<file path="config.mk">
export PLATFORM = sky130hd
export DESIGN_NAME = tap_controller
export DESIGN_NICKNAME = d
export VERILOG_FILES = /design/src/core/tap_pkg.sv /design/src/core/tap_controller.sv
export SDC_FILE = /design/constraint.sdc
export NUM_CORES = 1
export LEC_CHECK = 0
export ABC_AREA = 1
export BUFFER_PORTS_ARGS = -buffer_cell sky130_fd_sc_hd__buf_2
export CAP_MARGIN = 20
export CORE_MARGIN = 2
export CORE_UTILIZATION = 50
export CTS_CLUSTER_DIAMETER = 30
export DETAILED_ROUTE_END_ITERATION = 8
export GPL_ROUTABILITY_DRIVEN = 0
export PLACE_DENSITY = 0.68
export RECOVER_POWER = 25
export SLEW_MARGIN = 25
export SYNTH_ARGS = -nofsm -noshare
export SYNTH_HDL_FRONTEND = slang
export SYNTH_SLANG_ARGS = --single-unit
</file>
<file path="constraint.sdc">
create_clock -name clk -period 1.85 [get_ports clk]
set_clock_uncertainty 0.1 [all_clocks]
set_input_delay 0.37 -clock clk [delete_from_list [all_inputs] [get_ports clk]]
set_output_delay 0.37 -clock clk [all_outputs]
set_load 0.02 [all_outputs]
</file>
<file path="src/core/tap_pkg.sv">
// Constants and types shared by the boundary-scan access port controller
package tap_pkg;

    // ------------------------------------------------------------
    // Controller states
    // ------------------------------------------------------------
    typedef enum logic [3:0] {
        ST_RESET      = 4'b0000,
        ST_IDLE       = 4'b0001,
        ST_SEL_DR     = 4'b0010,
        ST_CAPTURE_DR = 4'b0011,
        ST_SHIFT_DR   = 4'b0100,
        ST_EXIT1_DR   = 4'b0101,
        ST_PAUSE_DR   = 4'b0110,
        ST_EXIT2_DR   = 4'b0111,
        ST_UPDATE_DR  = 4'b1000,
        ST_SEL_IR     = 4'b1001,
        ST_CAPTURE_IR = 4'b1010,
        ST_SHIFT_IR   = 4'b1011,
        ST_EXIT1_IR   = 4'b1100,
        ST_PAUSE_IR   = 4'b1101,
        ST_EXIT2_IR   = 4'b1110,
        ST_UPDATE_IR  = 4'b1111
    } tap_state_t;

    // ------------------------------------------------------------
    // Instruction register
    // ------------------------------------------------------------
    localparam int IR_LEN = 3;
    localparam logic [IR_LEN-1:0] IR_CAPTURE_PATTERN = 3'h4;
    localparam logic [IR_LEN-1:0] INSN_EXTEST = 3'h0;
    localparam logic [IR_LEN-1:0] INSN_IDCODE = 3'h1;
    localparam logic [IR_LEN-1:0] INSN_SAMPLE = 3'h2;
    localparam logic [IR_LEN-1:0] INSN_BYPASS = 3'h7;

    // ------------------------------------------------------------
    // Data registers
    // ------------------------------------------------------------
    localparam int ID_LEN = 32;
    localparam logic BYPASS_CAPTURE = 1'b0;
    localparam int BSR_LEN_DEFAULT = 16;

endpackage

</file>
<file path="src/core/tap_controller.sv">
// Boundary-scan test access port controller with IR and DR scan paths
`timescale 1ns/1ns

// Summary of operation
// Sixteen-state machine stepped by TMS sampled on each rising TCK edge.
// Reset state disables test logic, normal operation, instruction becomes IDCODE.
// Five rising TCK edges with TMS high reach reset from anywhere.
// Reset state holds while TMS stays high.
// Controller starts in reset state at power-up.
// Idle state holds while TMS is low.
// In idle, instruction and all data registers hold their contents.
// Idle with TMS high moves to select-DR.
// Select-DR with TMS low moves to capture-DR, starting a DR scan.
// Select-DR with TMS high moves to select-IR.
// Capture-DR loads boundary register from pins only under EXTEST or SAMPLE.
// Data registers lacking parallel inputs keep contents in capture-DR.
// Capture-DR goes to exit1-DR on TMS high, shift-DR on low.
// Shift-DR moves selected register one stage from TDI toward TDO.
// Shift-DR stays on TMS low, goes to exit1-DR on TMS high.
// Instruction is unchanged in select, capture and shift DR states.
// Exit1-DR goes to update-DR on TMS high, pause-DR on low.
// Boundary latched output updates on falling TCK in update-DR only.
// Capture-IR loads the pattern 100 into the instruction shifter.
// TDO is driven only while a register is being shifted.
module tap_controller
    import tap_pkg::*;
#(
    parameter int BSR_LEN = tap_pkg::BSR_LEN_DEFAULT,
    // Arbitrary identification value; bit 0 must stay 1
    parameter logic [tap_pkg::ID_LEN-1:0] ID_CODE = 32'h0000_0001
)
(
    input wire logic clk,
    input wire logic sys_rst,
    input wire logic tck,
    input wire logic tms,
    input wire logic tdi,
    input wire logic [BSR_LEN-1:0] pins_in,
    output logic tdo,
    output logic tdo_oe,
    output logic [BSR_LEN-1:0] bsr_out,
    output logic test_reset,
    output logic extest_en
);
    import tap_pkg::*;

    // ------------------------------------------------------------
    // Input synchronisers and TCK edge detection
    // ------------------------------------------------------------
    logic tck_meta_reg, tck_sync_reg, tck_last_reg;
    logic tms_meta_reg, tms_sync_reg;
    logic tdi_meta_reg, tdi_sync_reg;
    logic [BSR_LEN-1:0] pins_meta_reg, pins_sync_reg;
    logic tck_rise, tck_fall;

    // TCK is only sampled here, so the tester must keep it well below clk/4
    always_ff @(posedge clk)
    begin
        tck_meta_reg <= tck;
        tck_sync_reg <= tck_meta_reg;
        tck_last_reg <= tck_sync_reg;
        tms_meta_reg <= tms;
        tms_sync_reg <= tms_meta_reg;
        tdi_meta_reg <= tdi;
        tdi_sync_reg <= tdi_meta_reg;
        pins_meta_reg <= pins_in;
        pins_sync_reg <= pins_meta_reg;
    end

    always_comb
    begin
        tck_rise = tck_sync_reg & ~tck_last_reg;
        tck_fall = ~tck_sync_reg & tck_last_reg;
    end

    // ------------------------------------------------------------
    // Controller state and scan registers
    // ------------------------------------------------------------
    tap_state_t state_reg, state_next;
    logic [IR_LEN-1:0] ir_reg, ir_next;
    logic [IR_LEN-1:0] ir_shift_reg, ir_shift_next;
    logic bypass_reg, bypass_next;
    logic [ID_LEN-1:0] id_shift_reg, id_shift_next;
    logic [BSR_LEN-1:0] bsr_shift_reg, bsr_shift_next;
    logic [BSR_LEN-1:0] bsr_out_reg, bsr_out_next;
    logic tdo_reg, tdo_next;
    logic tdo_oe_reg, tdo_oe_next;
    logic test_reset_reg, test_reset_next;
    logic extest_reg, extest_next;
    logic bsr_selected;
    logic id_selected;
    logic dr_serial_out;

    always_comb
    begin
        bsr_selected = (ir_reg == INSN_EXTEST) || (ir_reg == INSN_SAMPLE);
        id_selected = (ir_reg == INSN_IDCODE);
        // Unknown instructions fall back to the one-bit bypass path
        if (bsr_selected)
            dr_serial_out = bsr_shift_reg[0];
        else if (id_selected)
            dr_serial_out = id_shift_reg[0];
        else
            dr_serial_out = bypass_reg;
    end

    always_comb
    begin
        // Holding by default keeps every register still outside its own states
        state_next = state_reg;
        ir_next = ir_reg;
        ir_shift_next = ir_shift_reg;
        bypass_next = bypass_reg;
        id_shift_next = id_shift_reg;
        bsr_shift_next = bsr_shift_reg;
        bsr_out_next = bsr_out_reg;
        tdo_next = tdo_reg;
        tdo_oe_next = tdo_oe_reg;

        if (tck_rise)
        begin
            unique case (state_reg)
                ST_RESET:
                    state_next = tms_sync_reg ? ST_RESET : ST_IDLE;
                ST_IDLE:
                    state_next = tms_sync_reg ? ST_SEL_DR : ST_IDLE;
                ST_SEL_DR:
                    state_next = tms_sync_reg ? ST_SEL_IR : ST_CAPTURE_DR;
                ST_CAPTURE_DR:
                begin
                    state_next = tms_sync_reg ? ST_EXIT1_DR : ST_SHIFT_DR;
                    if (bsr_selected)
                        bsr_shift_next = pins_sync_reg;
                    else if (id_selected)
                        id_shift_next = ID_CODE;
                    else
                        bypass_next = BYPASS_CAPTURE;
                end
                ST_SHIFT_DR:
                begin
                    state_next = tms_sync_reg ? ST_EXIT1_DR : ST_SHIFT_DR;
                    if (bsr_selected)
                        bsr_shift_next = {tdi_sync_reg, bsr_shift_reg[BSR_LEN-1:1]};
                    else if (id_selected)
                        id_shift_next = {tdi_sync_reg, id_shift_reg[ID_LEN-1:1]};
                    else
                        bypass_next = tdi_sync_reg;
                end
                ST_EXIT1_DR:
                    state_next = tms_sync_reg ? ST_UPDATE_DR : ST_PAUSE_DR;
                ST_PAUSE_DR:
                    state_next = tms_sync_reg ? ST_EXIT2_DR : ST_PAUSE_DR;
                ST_EXIT2_DR:
                    state_next = tms_sync_reg ? ST_UPDATE_DR : ST_SHIFT_DR;
                ST_UPDATE_DR:
                    state_next = tms_sync_reg ? ST_SEL_DR : ST_IDLE;
                ST_SEL_IR:
                    state_next = tms_sync_reg ? ST_RESET : ST_CAPTURE_IR;
                ST_CAPTURE_IR:
                begin
                    state_next = tms_sync_reg ? ST_EXIT1_IR : ST_SHIFT_IR;
                    ir_shift_next = IR_CAPTURE_PATTERN;
                end
                ST_SHIFT_IR:
                begin
                    state_next = tms_sync_reg ? ST_EXIT1_IR : ST_SHIFT_IR;
                    ir_shift_next = {tdi_sync_reg, ir_shift_reg[IR_LEN-1:1]};
                end
                ST_EXIT1_IR:
                    state_next = tms_sync_reg ? ST_UPDATE_IR : ST_PAUSE_IR;
                ST_PAUSE_IR:
                    state_next = tms_sync_reg ? ST_EXIT2_IR : ST_PAUSE_IR;
                ST_EXIT2_IR:
                    state_next = tms_sync_reg ? ST_UPDATE_IR : ST_SHIFT_IR;
                ST_UPDATE_IR:
                    state_next = tms_sync_reg ? ST_SEL_DR : ST_IDLE;
            endcase
        end

        if (tck_fall)
        begin
            if (state_reg == ST_UPDATE_DR && bsr_selected)
                bsr_out_next = bsr_shift_reg;
            if (state_reg == ST_UPDATE_IR)
                ir_next = ir_shift_reg;
            // TDO changes on falling TCK so the tester samples a stable bit
            if (state_reg == ST_SHIFT_DR)
            begin
                tdo_next = dr_serial_out;
                tdo_oe_next = 1'b1;
            end
            else if (state_reg == ST_SHIFT_IR)
            begin
                tdo_next = ir_shift_reg[0];
                tdo_oe_next = 1'b1;
            end
            else
            begin
                tdo_next = 1'b0;
                tdo_oe_next = 1'b0;
            end
        end

        if (state_reg == ST_RESET)
            ir_next = INSN_IDCODE;

        test_reset_next = (state_next == ST_RESET);
        extest_next = (state_next != ST_RESET) && (ir_next == INSN_EXTEST);
    end

    always_ff @(posedge clk)
    begin
        if (sys_rst)
        begin
            state_reg <= ST_RESET;
            ir_reg <= INSN_IDCODE;
            ir_shift_reg <= IR_CAPTURE_PATTERN;
            bypass_reg <= BYPASS_CAPTURE;
            id_shift_reg <= ID_CODE;
            bsr_shift_reg <= '0;
            bsr_out_reg <= '0;
            tdo_reg <= 1'b0;
            tdo_oe_reg <= 1'b0;
            test_reset_reg <= 1'b1;
            extest_reg <= 1'b0;
        end
        else
        begin
            state_reg <= state_next;
            ir_reg <= ir_next;
            ir_shift_reg <= ir_shift_next;
            bypass_reg <= bypass_next;
            id_shift_reg <= id_shift_next;
            bsr_shift_reg <= bsr_shift_next;
            bsr_out_reg <= bsr_out_next;
            tdo_reg <= tdo_next;
            tdo_oe_reg <= tdo_oe_next;
            test_reset_reg <= test_reset_next;
            extest_reg <= extest_next;
        end
    end

    // ------------------------------------------------------------
    // Outputs
    // ------------------------------------------------------------
    assign tdo = tdo_reg;
    assign tdo_oe = tdo_oe_reg;
    assign bsr_out = bsr_out_reg;
    assign test_reset = test_reset_reg;
    assign extest_en = extest_reg;

endmodule

</file>
==> results of run 1 <==
==> power by group <==
group | leakage, uW | switching (uW) | total (uW) | internal (uW)
registers | 0.000967 | 22.9 | 2620 | 2600
clock network | 0.000267 | 1180 | 3040 | 1860
logic | 0.00108 | 85.7 | 157 | 71.6
total | 0.00232 | 1290 | 5810 | 4530
==> worst max path at each step <==
stage	from	to	slack [ns]	cells after the start
floorplan	state_reg[2]	id_shift_reg[24]	0.25	10
global placement	state_reg[0]	extest_en	0.12	13
detailed placement	state_reg[0]	bsr_shift_reg[4]	0.12	9
CTS	state_reg[0]	bsr_shift_reg[2]	0.09	8
global route	state_reg[2]	extest_en	-0.03	7
finish	state_reg[0]	extest_en	0.13	12
==> worst reg2reg max path, cell delays in order, from the launching register on <==
cell	delay, ns
dfxtp_2	0.35
buf_4	0.15
inv_1	0.15
nand2_1	0.09
nor2_1	0.27
nor2_1	0.07
nand4_1	0.08
nand2_1	0.06
nand2_1	0.06
nand2_1	0.06
nand2_1	0.08
nor2_2	0.05
nor2_1	0.08
==> placed cells by master, fill, tap and decap left out, types with 4 or more instances in the layout <==
cell type / Yosys / layout
a211oi_1: 31 / 30
a211oi_2: 33 / 34
a21oi_1: 29 / 29
buf_2: 6 / 40
buf_4: 3 / 12
clkbuf_16: 0 / 16
clkinvlp_4: 0 / 4
dfxtp_1: 118 / 116
dlygate4sd3_1: 0 / 19
inv_1: 50 / 50
nand2_1: 43 / 43
nand3_1: 17 / 17
nor2_1: 52 / 51
o211a_1: 15 / 15
o21ai_0: 23 / 23
==> layer usage <==
metal  vias up  share of wire [%]  track usage [%]
li1       1712                  -                -
met1      1605                 45             23.8
met2        84                 49             32.0
met3        13                4.5             6.08
met4         0                1.2             6.11
met5         -                  0                0
==> layout make-up <==
| cell class | instances | area [um^2] |
|---|---|---|
| Fill cell | 713 | 3180 |
| Sequential cell | 118 | 2360 |
| Multi-Input combinational cell | 260 | 1670 |
| Timing Repair Buffer | 75 | 552 |
| Clock buffer | 19 | 442 |
| Inverter | 55 | 209 |
| Tap cell | 108 | 135 |
| Clock inverter | 13 | 123 |
==> repair_timing <==
| item | CTS | global route |
|---|---|---|
| resized for setup | 0 | 6 |
| hold buffers | 19 | 0 |
| setup endpoints to repair | 0 | 27 |
| endpoints found under the hold margin | 19 | 0 |
==> per-stage QoR <==
stage,TNS [ns],hold WS (ns),cells
global placement,0,0.211,597
global route,-0.0257,0.0361,648
detailed placement,0,0.212,597
floorplan,0,0.210,462
finish,0,0.0354,648
CTS,0,0.0249,648
==> cells by family (layout without fill, tap and decap cells) <==
kind of cell	after synthesis	after routing	synth area share (%)
AND/OR/NAND/NOR	125	125	12.9
flip-flops	118	118	53.3
buffers and inverters	84	162	9.29
AO/OA/AOI/OAI	135	135	24.5
==> results.yml, run 1 <==
synthesis:
  synth_top_cell_area_share_pct: 53.3
  synth.most_common_cell: "dfxtp_1"
  yosys.area.top_type: "dfxtp_1"
  syn_area_um2: 4430
  syn_inst: 462
  yosys_warnings: 0
  synthFlopType: "dfxtp_1"
  synth_area_per_cell_um2: 9.59
  ys_seq_area_share_pct: 53.3
  ys_types: 28
  synth_area_leaders: "dfxtp_1 (53%), a211oi_2 (9.3%), a211oi_1 (5.3%), nor2_1 (4.4%), inv_1 (4.2%)"
  async_reset_ff_share_pct: 0
  synth_nets: 483
  ys_ff_latch: 118
  synth_edf_count: 0
  synth_common_cells: "dfxtp_1 (118), nor2_1 (52), inv_1 (50)"
cts:
  clkSinkCount: 118
  cts-root-buf: "clkbuf_8"
  cts_buffers: 17
  clk_latency_ns: 0.51
  h-tree-depth: 4
  cts_buffer_depth: 2
  cts_tree: "done"
  post_cts.repair.setup_buffers: 0
  clk_pin_slew_ns: 0.06
layout:
  final_core_util_pct: 63.4
  num-nets-final: 548
  num_antenna_cells: 0
  synthToLayoutAreaGrowth_pct: 24.1
  final_layout_size_suffix_gt1_share_pct: 25.9
  finalInstanceArea_um2: 5500
  largest_reg_flops: 32
flow_run:
  drv_cap: 0
power:
  power_density_nw_per_um2: 1060
  leakagePower_uw: 0.00232
  max-vdd-ir-drop_mv: 0.612
  total_power_uw: 5810
die:
  die_w_um: 98.1
  io_pins: 41
  dieArea_um2: 9630
  die_h_um: 98.1
  initial_utilization_pct: 51.1
  num_rows: 34
  coreArea_um2: 8680
critical_path:
  rrSetupSlack_ns: 0.13
  cp.required_ns: 2.19
  regToRegStartpoint: "state_reg[0]"
  cp_common_cell: "nand2_1"
  start_kind: "flip-flop"
  crit_slowest_cell: "dfxtp_2"
  ff2ff_path_depth: 12
  end_kind: "flip-flop"
  reg2reg_to: "extest_en"
  crit_path_cell_trace: "buf_4 > inv_1 > nand2_1 > nor2_1 > nor2_1 > nand4_1 > nand2_1 > nand2_1 > nand2_1 > nand2_1 > nor2_2 > nor2_1"
  cpPeakStageDelay_ns: 0.35
  path_buf_inv: 2
  worst-setup-path-type: "reg2reg"
  crit_arrival_ns: 2.06
  crit_fanout: 5
  cp_top_family: "simple AND/OR/NAND/NOR gates"
placed_design:
  hpwl_um: 5420
  placed_cell_area_um2: 4720
  portBuffers: 40
  dpl_worst_slack_ns: 0.121
worst_hold_path:
  worstHoldStart: "sys_rst"
  min_to: "state_reg[3]"
  min_path_type: "in2reg"
  hold_depth: 2
sta:
  finalWorstSetupSlack_ns: 0.132
  period_share_pct: 92.8
  setup_viol: 0
  slew_headroom_pct: 74.4
  slew_violations: 0
  worstMarginPinSlew_ns: 0.383
  fin_crit_ns: 1.72
  fmaxAchievable_mhz: 582
  finalHoldViolCount: 0
  rsz0062_at_grt: "yes"
global_routing:
  grt_max_degree: 49
  first_global_vias: 3232
  grt-ovfl-total: 0
  track_usage_pct: 19.2
  grt_pass1_wl_um: 15000
  antenna_found_initial: 0
routing:
  wire_per_inst_um: 13.5
  wl_um: 8720
  ant_nets: 0
  dr.pass1.iters: 5
  drtIter0Drc: 141
  drc: 0
  vias: 3414
  vias_per_cell: 5.27
outcome:
  status: "completed"
No activity file was read; power rests on OpenSTA's default activity.
==> inputs of run 2 (changes only) <==
--- a/config.mk
+++ b/config.mk
@@ -6,14 +6,13 @@
 export NUM_CORES = 1
 export LEC_CHECK = 0
 export ABC_AREA = 1
-export BUFFER_PORTS_ARGS = -buffer_cell sky130_fd_sc_hd__buf_2
 export CAP_MARGIN = 20
-export CORE_MARGIN = 2
 export CORE_UTILIZATION = 50
 export CTS_CLUSTER_DIAMETER = 30
 export DETAILED_ROUTE_END_ITERATION = 8
+export DONT_BUFFER_PORTS = 1
 export GPL_ROUTABILITY_DRIVEN = 0
-export PLACE_DENSITY = 0.68
+export PLACE_DENSITY = 0.64
 export RECOVER_POWER = 25
 export SLEW_MARGIN = 25
 export SYNTH_ARGS = -nofsm -noshare
==> results.yml, run 2 (synthesized netlist as in run 1, its figures left out) <==
layout:
  num_antenna_cells: 0
  synthToLayoutAreaGrowth_pct: 19.6
  layout_common_cells: "dfxtp_1 (116), nor2_1 (51), inv_1 (50)"
  final_layout_size_suffix_gt1_share_pct: 19.7
  finalNonFillerCells: 602
  final_core_util_pct: 63.2
  finalInstanceArea_um2: 5300
  largest_reg_flops: 32
  layout_commonest_cell: "dfxtp_1"
  num-nets-final: 505
  fill_cells: 693
critical_path:
  cp.required_ns: 2.16
  cp_top_family: "simple AND/OR/NAND/NOR gates"
  crit_fanout: 14
  path_buf_inv: 2
  regToRegStartpoint: "state_reg[1]"
  crit_path_cell_trace: "nand2_1 > inv_1 > nand2_1 > nand2_2 > nand2_4 > nor2_8 > buf_6 > o21ai_0 > o211a_1"
  cpPeakStageDelay_ns: 0.42
  worst-setup-path-type: "reg2reg"
  cp_common_cell: "nand2_1"
  crit_slowest_cell: "dfxtp_1"
  start_kind: "flip-flop"
  crit_cells: 9
  reg2reg_to: "id_shift_reg[17]"
  crit_path_end: "id_shift_reg[17]"
  rrSetupSlack_ns: 0.13
  ff2ff_path_depth: 9
  crit_arrival_ns: 2.03
  end_kind: "flip-flop"
  crit_path_start: "state_reg[1]"
cts:
  clkSinkCount: 118
  cts-root-buf: "clkbuf_8"
  h-tree-depth: 4
  cts_buffer_depth: 2
  cts_hold_buf: 19
  clk_latency_ns: 0.52
  cts_tree: "done"
  clk_pin_slew_ns: 0.06
  cts_buffers: 17
  post_cts.repair.setup_buffers: 0
sta:
  worstMarginPinSlew_ns: 0.347
  fmaxAchievable_mhz: 582
  rsz0062_at_grt: "yes"
  setup_viol: 0
  slew_headroom_pct: 76.8
  slew_violations: 0
  period_share_pct: 92.9
  timing.hold.ws_ns: -0.180
  fin_tns_setup_ns: 0
  finalHoldViolCount: 54
  finalWorstSetupSlack_ns: 0.132
  fin_crit_ns: 1.72
global_routing:
  first_global_vias: 3053
  antenna_found_initial: 0
  track_usage_pct: 20.9
  grt-ovfl-total: 0
  grt_max_degree: 56
  grt_pass1_wl_um: 14400
routing:
  wl_met2_um: 3960
  wire_per_inst_um: 14.4
  highest_layer: "met4"
  drc: 0
  met1Wirelength_um: 4050
  drtIter0Drc: 124
  vias: 3200
  wl_um: 8690
  dr.pass1.iters: 7
  ant_nets: 0
  vias_per_cell: 5.32
  wl_met3_um: 465
placed_design:
  placed_cell_area_um2: 4480
  dpl_worst_slack_ns: 0.0840
  place_inst: 551
  portBuffers: 0
  hpwl_um: 5040
die:
  initial_utilization_pct: 52.9
  die_w_um: 96.1
  die_h_um: 96.1
  coreArea_um2: 8380
  dieArea_um2: 9240
  num_rows: 33
  io_pins: 41
worst_hold_path:
  min_path_type: "in2reg"
outcome:
  status: "complete, but fails checks"
  violations: "negative hold slack"
power:
  max-vdd-ir-drop_mv: 0.751
  leakagePower_uw: 0.00211
  power_density_nw_per_um2: 1120
flow_run:
  drv_cap: 0
run 2: final cells by class:
class / instances / area, um^2 / share of cell area (%)
clock buffer: 20 / 445 / 8.40
clock inverter: 12 / 143 / 2.69
inverter: 55 / 211 / 3.99
multi-input combinational: 260 / 1680 / 31.8
sequential: 118 / 2360 / 44.6
tap: 105 / 131 / 2.48
timing repair buffer: 32 / 320 / 6.04
run 2: per-stage QoR:
stage,hold WS [ns],power [uW]
final,-0.180,5930
after global routing,-0.208,6110
after CTS,-0.200,5970
after detailed placement,0.212,2740
after global placement,0.210,2740
after floorplan,0.210,2740
run 2: worst min-delay path by stage:
stage / start / to / cells past startpoint
6_report: sys_rst / bsr_out[7] / 1
5_1_grt: sys_rst / bsr_out[7] / 1
4_1_cts: sys_rst / bsr_out[7] / 1
3_5_place_dp: pins_meta_reg[15] / pins_sync_reg[15] / 0
3_3_place_gp: pins_meta_reg[15] / pins_sync_reg[15] / 0
2_1_floorplan: pins_meta_reg[0] / pins_sync_reg[0] / 0
run 2: where the power goes:
group,switching (uW),total (uW),internal [uW]
clock,1200,3210,2000
sequential,30.4,2630,2600
combinational,47.5,95.2,47.6
run 2: timing repair:
action	in CTS	in global routing
endpoints found under the setup margin	0	47
endpoints found under the hold margin	74	54
gates resized for setup	0	10
run 2: layer usage:
metal / global-route usage [%] / up-vias
li1: - / 1612
met1: 26.7 / 1481
met2: 31.6 / 82
met3: 7.90 / 25
met4: 8.96 / 0
met5: 0 / -
==> inputs of run 3 (changes only) <==
--- a/config.mk
+++ b/config.mk
@@ -7,12 +7,13 @@
 export LEC_CHECK = 0
 export ABC_AREA = 1
 export CAP_MARGIN = 20
+export CORE_MARGIN = 2
 export CORE_UTILIZATION = 50
-export CTS_CLUSTER_DIAMETER = 30
+export CTS_CLUSTER_DIAMETER = 40
 export DETAILED_ROUTE_END_ITERATION = 8
 export DONT_BUFFER_PORTS = 1
 export GPL_ROUTABILITY_DRIVEN = 0
-export PLACE_DENSITY = 0.64
+export PLACE_DENSITY = 0.67
 export RECOVER_POWER = 25
 export SLEW_MARGIN = 25
 export SYNTH_ARGS = -nofsm -noshare
==> constraint.sdc (replaced) <==
create_clock -name clk -period 1.5 [get_ports clk]
set_clock_uncertainty 0.1 [all_clocks]
set_input_delay 0.3 -clock clk [delete_from_list [all_inputs] [get_ports clk]]
set_output_delay 0.3 -clock clk [all_outputs]
set_load 0.02 [all_outputs]
==> results.yml, run 3 (synthesized netlist as in run 1, its figures left out) <==
critical_path:
  reg2reg_to: "id_shift_reg[19]"
  crit_fanout: 5
  end_kind: "flip-flop"
  rrSetupSlack_ns: -0.32
  crit_arrival_ns: 2.12
  worst-setup-path-type: "reg2reg"
  cp.required_ns: 1.80
  cpPeakStageDelay_ns: 0.37
  crit_path_cell_trace: "buf_12 > nor2_4 > nand2_4 > nand2_4 > nand2_8 > nor2_8 > buf_12 > buf_8 > o21ai_2 > o211a_1"
  crit_slowest_cell: "dfxtp_4"
  regToRegStartpoint: "state_reg[3]"
  start_kind: "flip-flop"
  ff2ff_path_depth: 10
  crit_path_start: "state_reg[3]"
cts:
  clk_pin_slew_ns: 0.06
  cts_tree: "done"
  cts_buffers: 17
  cts-root-buf: "clkbuf_8"
  clkSinkCount: 118
  h-tree-depth: 4
  cts_buffer_depth: 2
  cts_hold_buf: 19
  clk_latency_ns: 0.52
global_routing:
  grt-ovfl-total: 0
  grt_pass1_wl_um: 19200
  grt_max_degree: 56
  antenna_found_initial: 0
  met3_usage_pct: 6.44
  grt_use_met2_pct: 44.7
  grtUsageMet1_pct: 29.0
  grt_busiest_layer: "met2"
  track_usage_pct: 25.2
  first_global_vias: 3866
layout:
  final_core_util_pct: 77.0
  num-nets-final: 566
  final_layout_size_suffix_gt1_share_pct: 48.4
  fill_cells: 482
  synthToLayoutAreaGrowth_pct: 50.7
  layout_commonest_cell: "dfxtp_1"
  largest_reg_flops: 32
  layout_common_cells: "dfxtp_1 (114), a211oi_2 (45), inv_1 (44)"
  num_antenna_cells: 0
sta:
  slew_headroom_pct: 65.4
  finalHoldViolCount: 55
  slew_violations: 0
  timing.hold.ws_ns: -0.255
  fin_tns_setup_ns: -14.02
  fmaxAchievable_mhz: 549
  setup_viol: 72
  rsz0062_at_grt: "yes"
  fin_crit_ns: 1.82
  finalWorstSetupSlack_ns: -0.320
  worstMarginPinSlew_ns: 0.519
  period_share_pct: 121
die:
  io_pins: 41
  die_h_um: 98.1
  dieArea_um2: 9630
  num_rows: 34
  initial_utilization_pct: 51.1
  die_w_um: 98.1
  coreArea_um2: 8680
routing:
  drc: 0
  dr.pass1.iters: 5
  wire_per_inst_um: 20.7
  wl_um: 13800
  vias_per_cell: 5.90
  vias: 3927
  drtIter0Drc: 326
  ant_nets: 0
worst_hold_path:
  worstHoldStart: "sys_rst"
  min_to: "id_shift_reg[24]"
  hold_depth: 1
  min_path_type: "in2reg"
power:
  leakagePower_uw: 0.00258
  max-vdd-ir-drop_mv: 1.19
  total_power_uw: 7260
  power_density_nw_per_um2: 1090
outcome:
  violations: "negative hold slack, negative setup slack"
  status: "complete, but fails checks"
placed_design:
  portBuffers: 0
  hpwl_um: 5480
  dpl_worst_slack_ns: -0.208
flow_run:
  drv_cap: 0
## run 3: what timing repair did
action	in CTS	in global routing
cloned	8	3
resized for setup	123	84
hold endpoints to repair	74	55
buffers inserted	20	5
setup endpoints to repair	75	79
pin swaps	20	16
## run 3: worst max-delay path by stage
stage | end | slack (ns)
floorplan | id_shift_reg[10] | -0.06
detailed placement | bsr_shift_reg[11] | -0.21
finish | id_shift_reg[19] | -0.32
CTS | bsr_out[5] | -0.13
global placement | bsr_shift_reg[11] | -0.13
global route | id_shift_reg[19] | -0.38
## run 3: cell type report
class                      count  area [um^2]  share of cell area (%)
timing repair inverter         1         11.3                   0.169
sequential                   118         2380                    35.6
clock inverter                15          146                    2.19
timing repair buffer          89         1000                    15.0
multi-input combinational    263         2350                    35.2
tap                          108          135                    2.02
inverter                      55          240                    3.60
clock buffer                  17          414                    6.20
## run 3: worst max-delay path, delay by kind of cell, from the launching register on
kind,cells,cell delay (ns)
AND/OR/NAND/NOR,5,0.62
flip-flops,1,0.37
buffers and inverters,3,0.41
AO/OA/AOI/OAI,2,0.19
## run 3: per-layer routing
layer,part of all wire (%),up-vias
li1,-,1751
met1,38,1905
met2,51,207
met3,6.5,64
met4,4.0,0
met5,0,-
## run 3: power by group
group          leakage (uW)  switching (uW)  internal (uW)
registers          0.000969            40.3           3190
logic               0.00133            92.7           87.9
clock network      0.000272            1610           2230
## run 3: through the flow
| stage | std cells | area (um^2) |
|---|---|---|
| after floorplan | 462 | 4510 |
| after global placement | 584 | 4790 |
| after detailed placement | 584 | 4790 |
| after CTS | 662 | 6220 |
| after global routing | 666 | 6680 |
| final | 666 | 6680 |
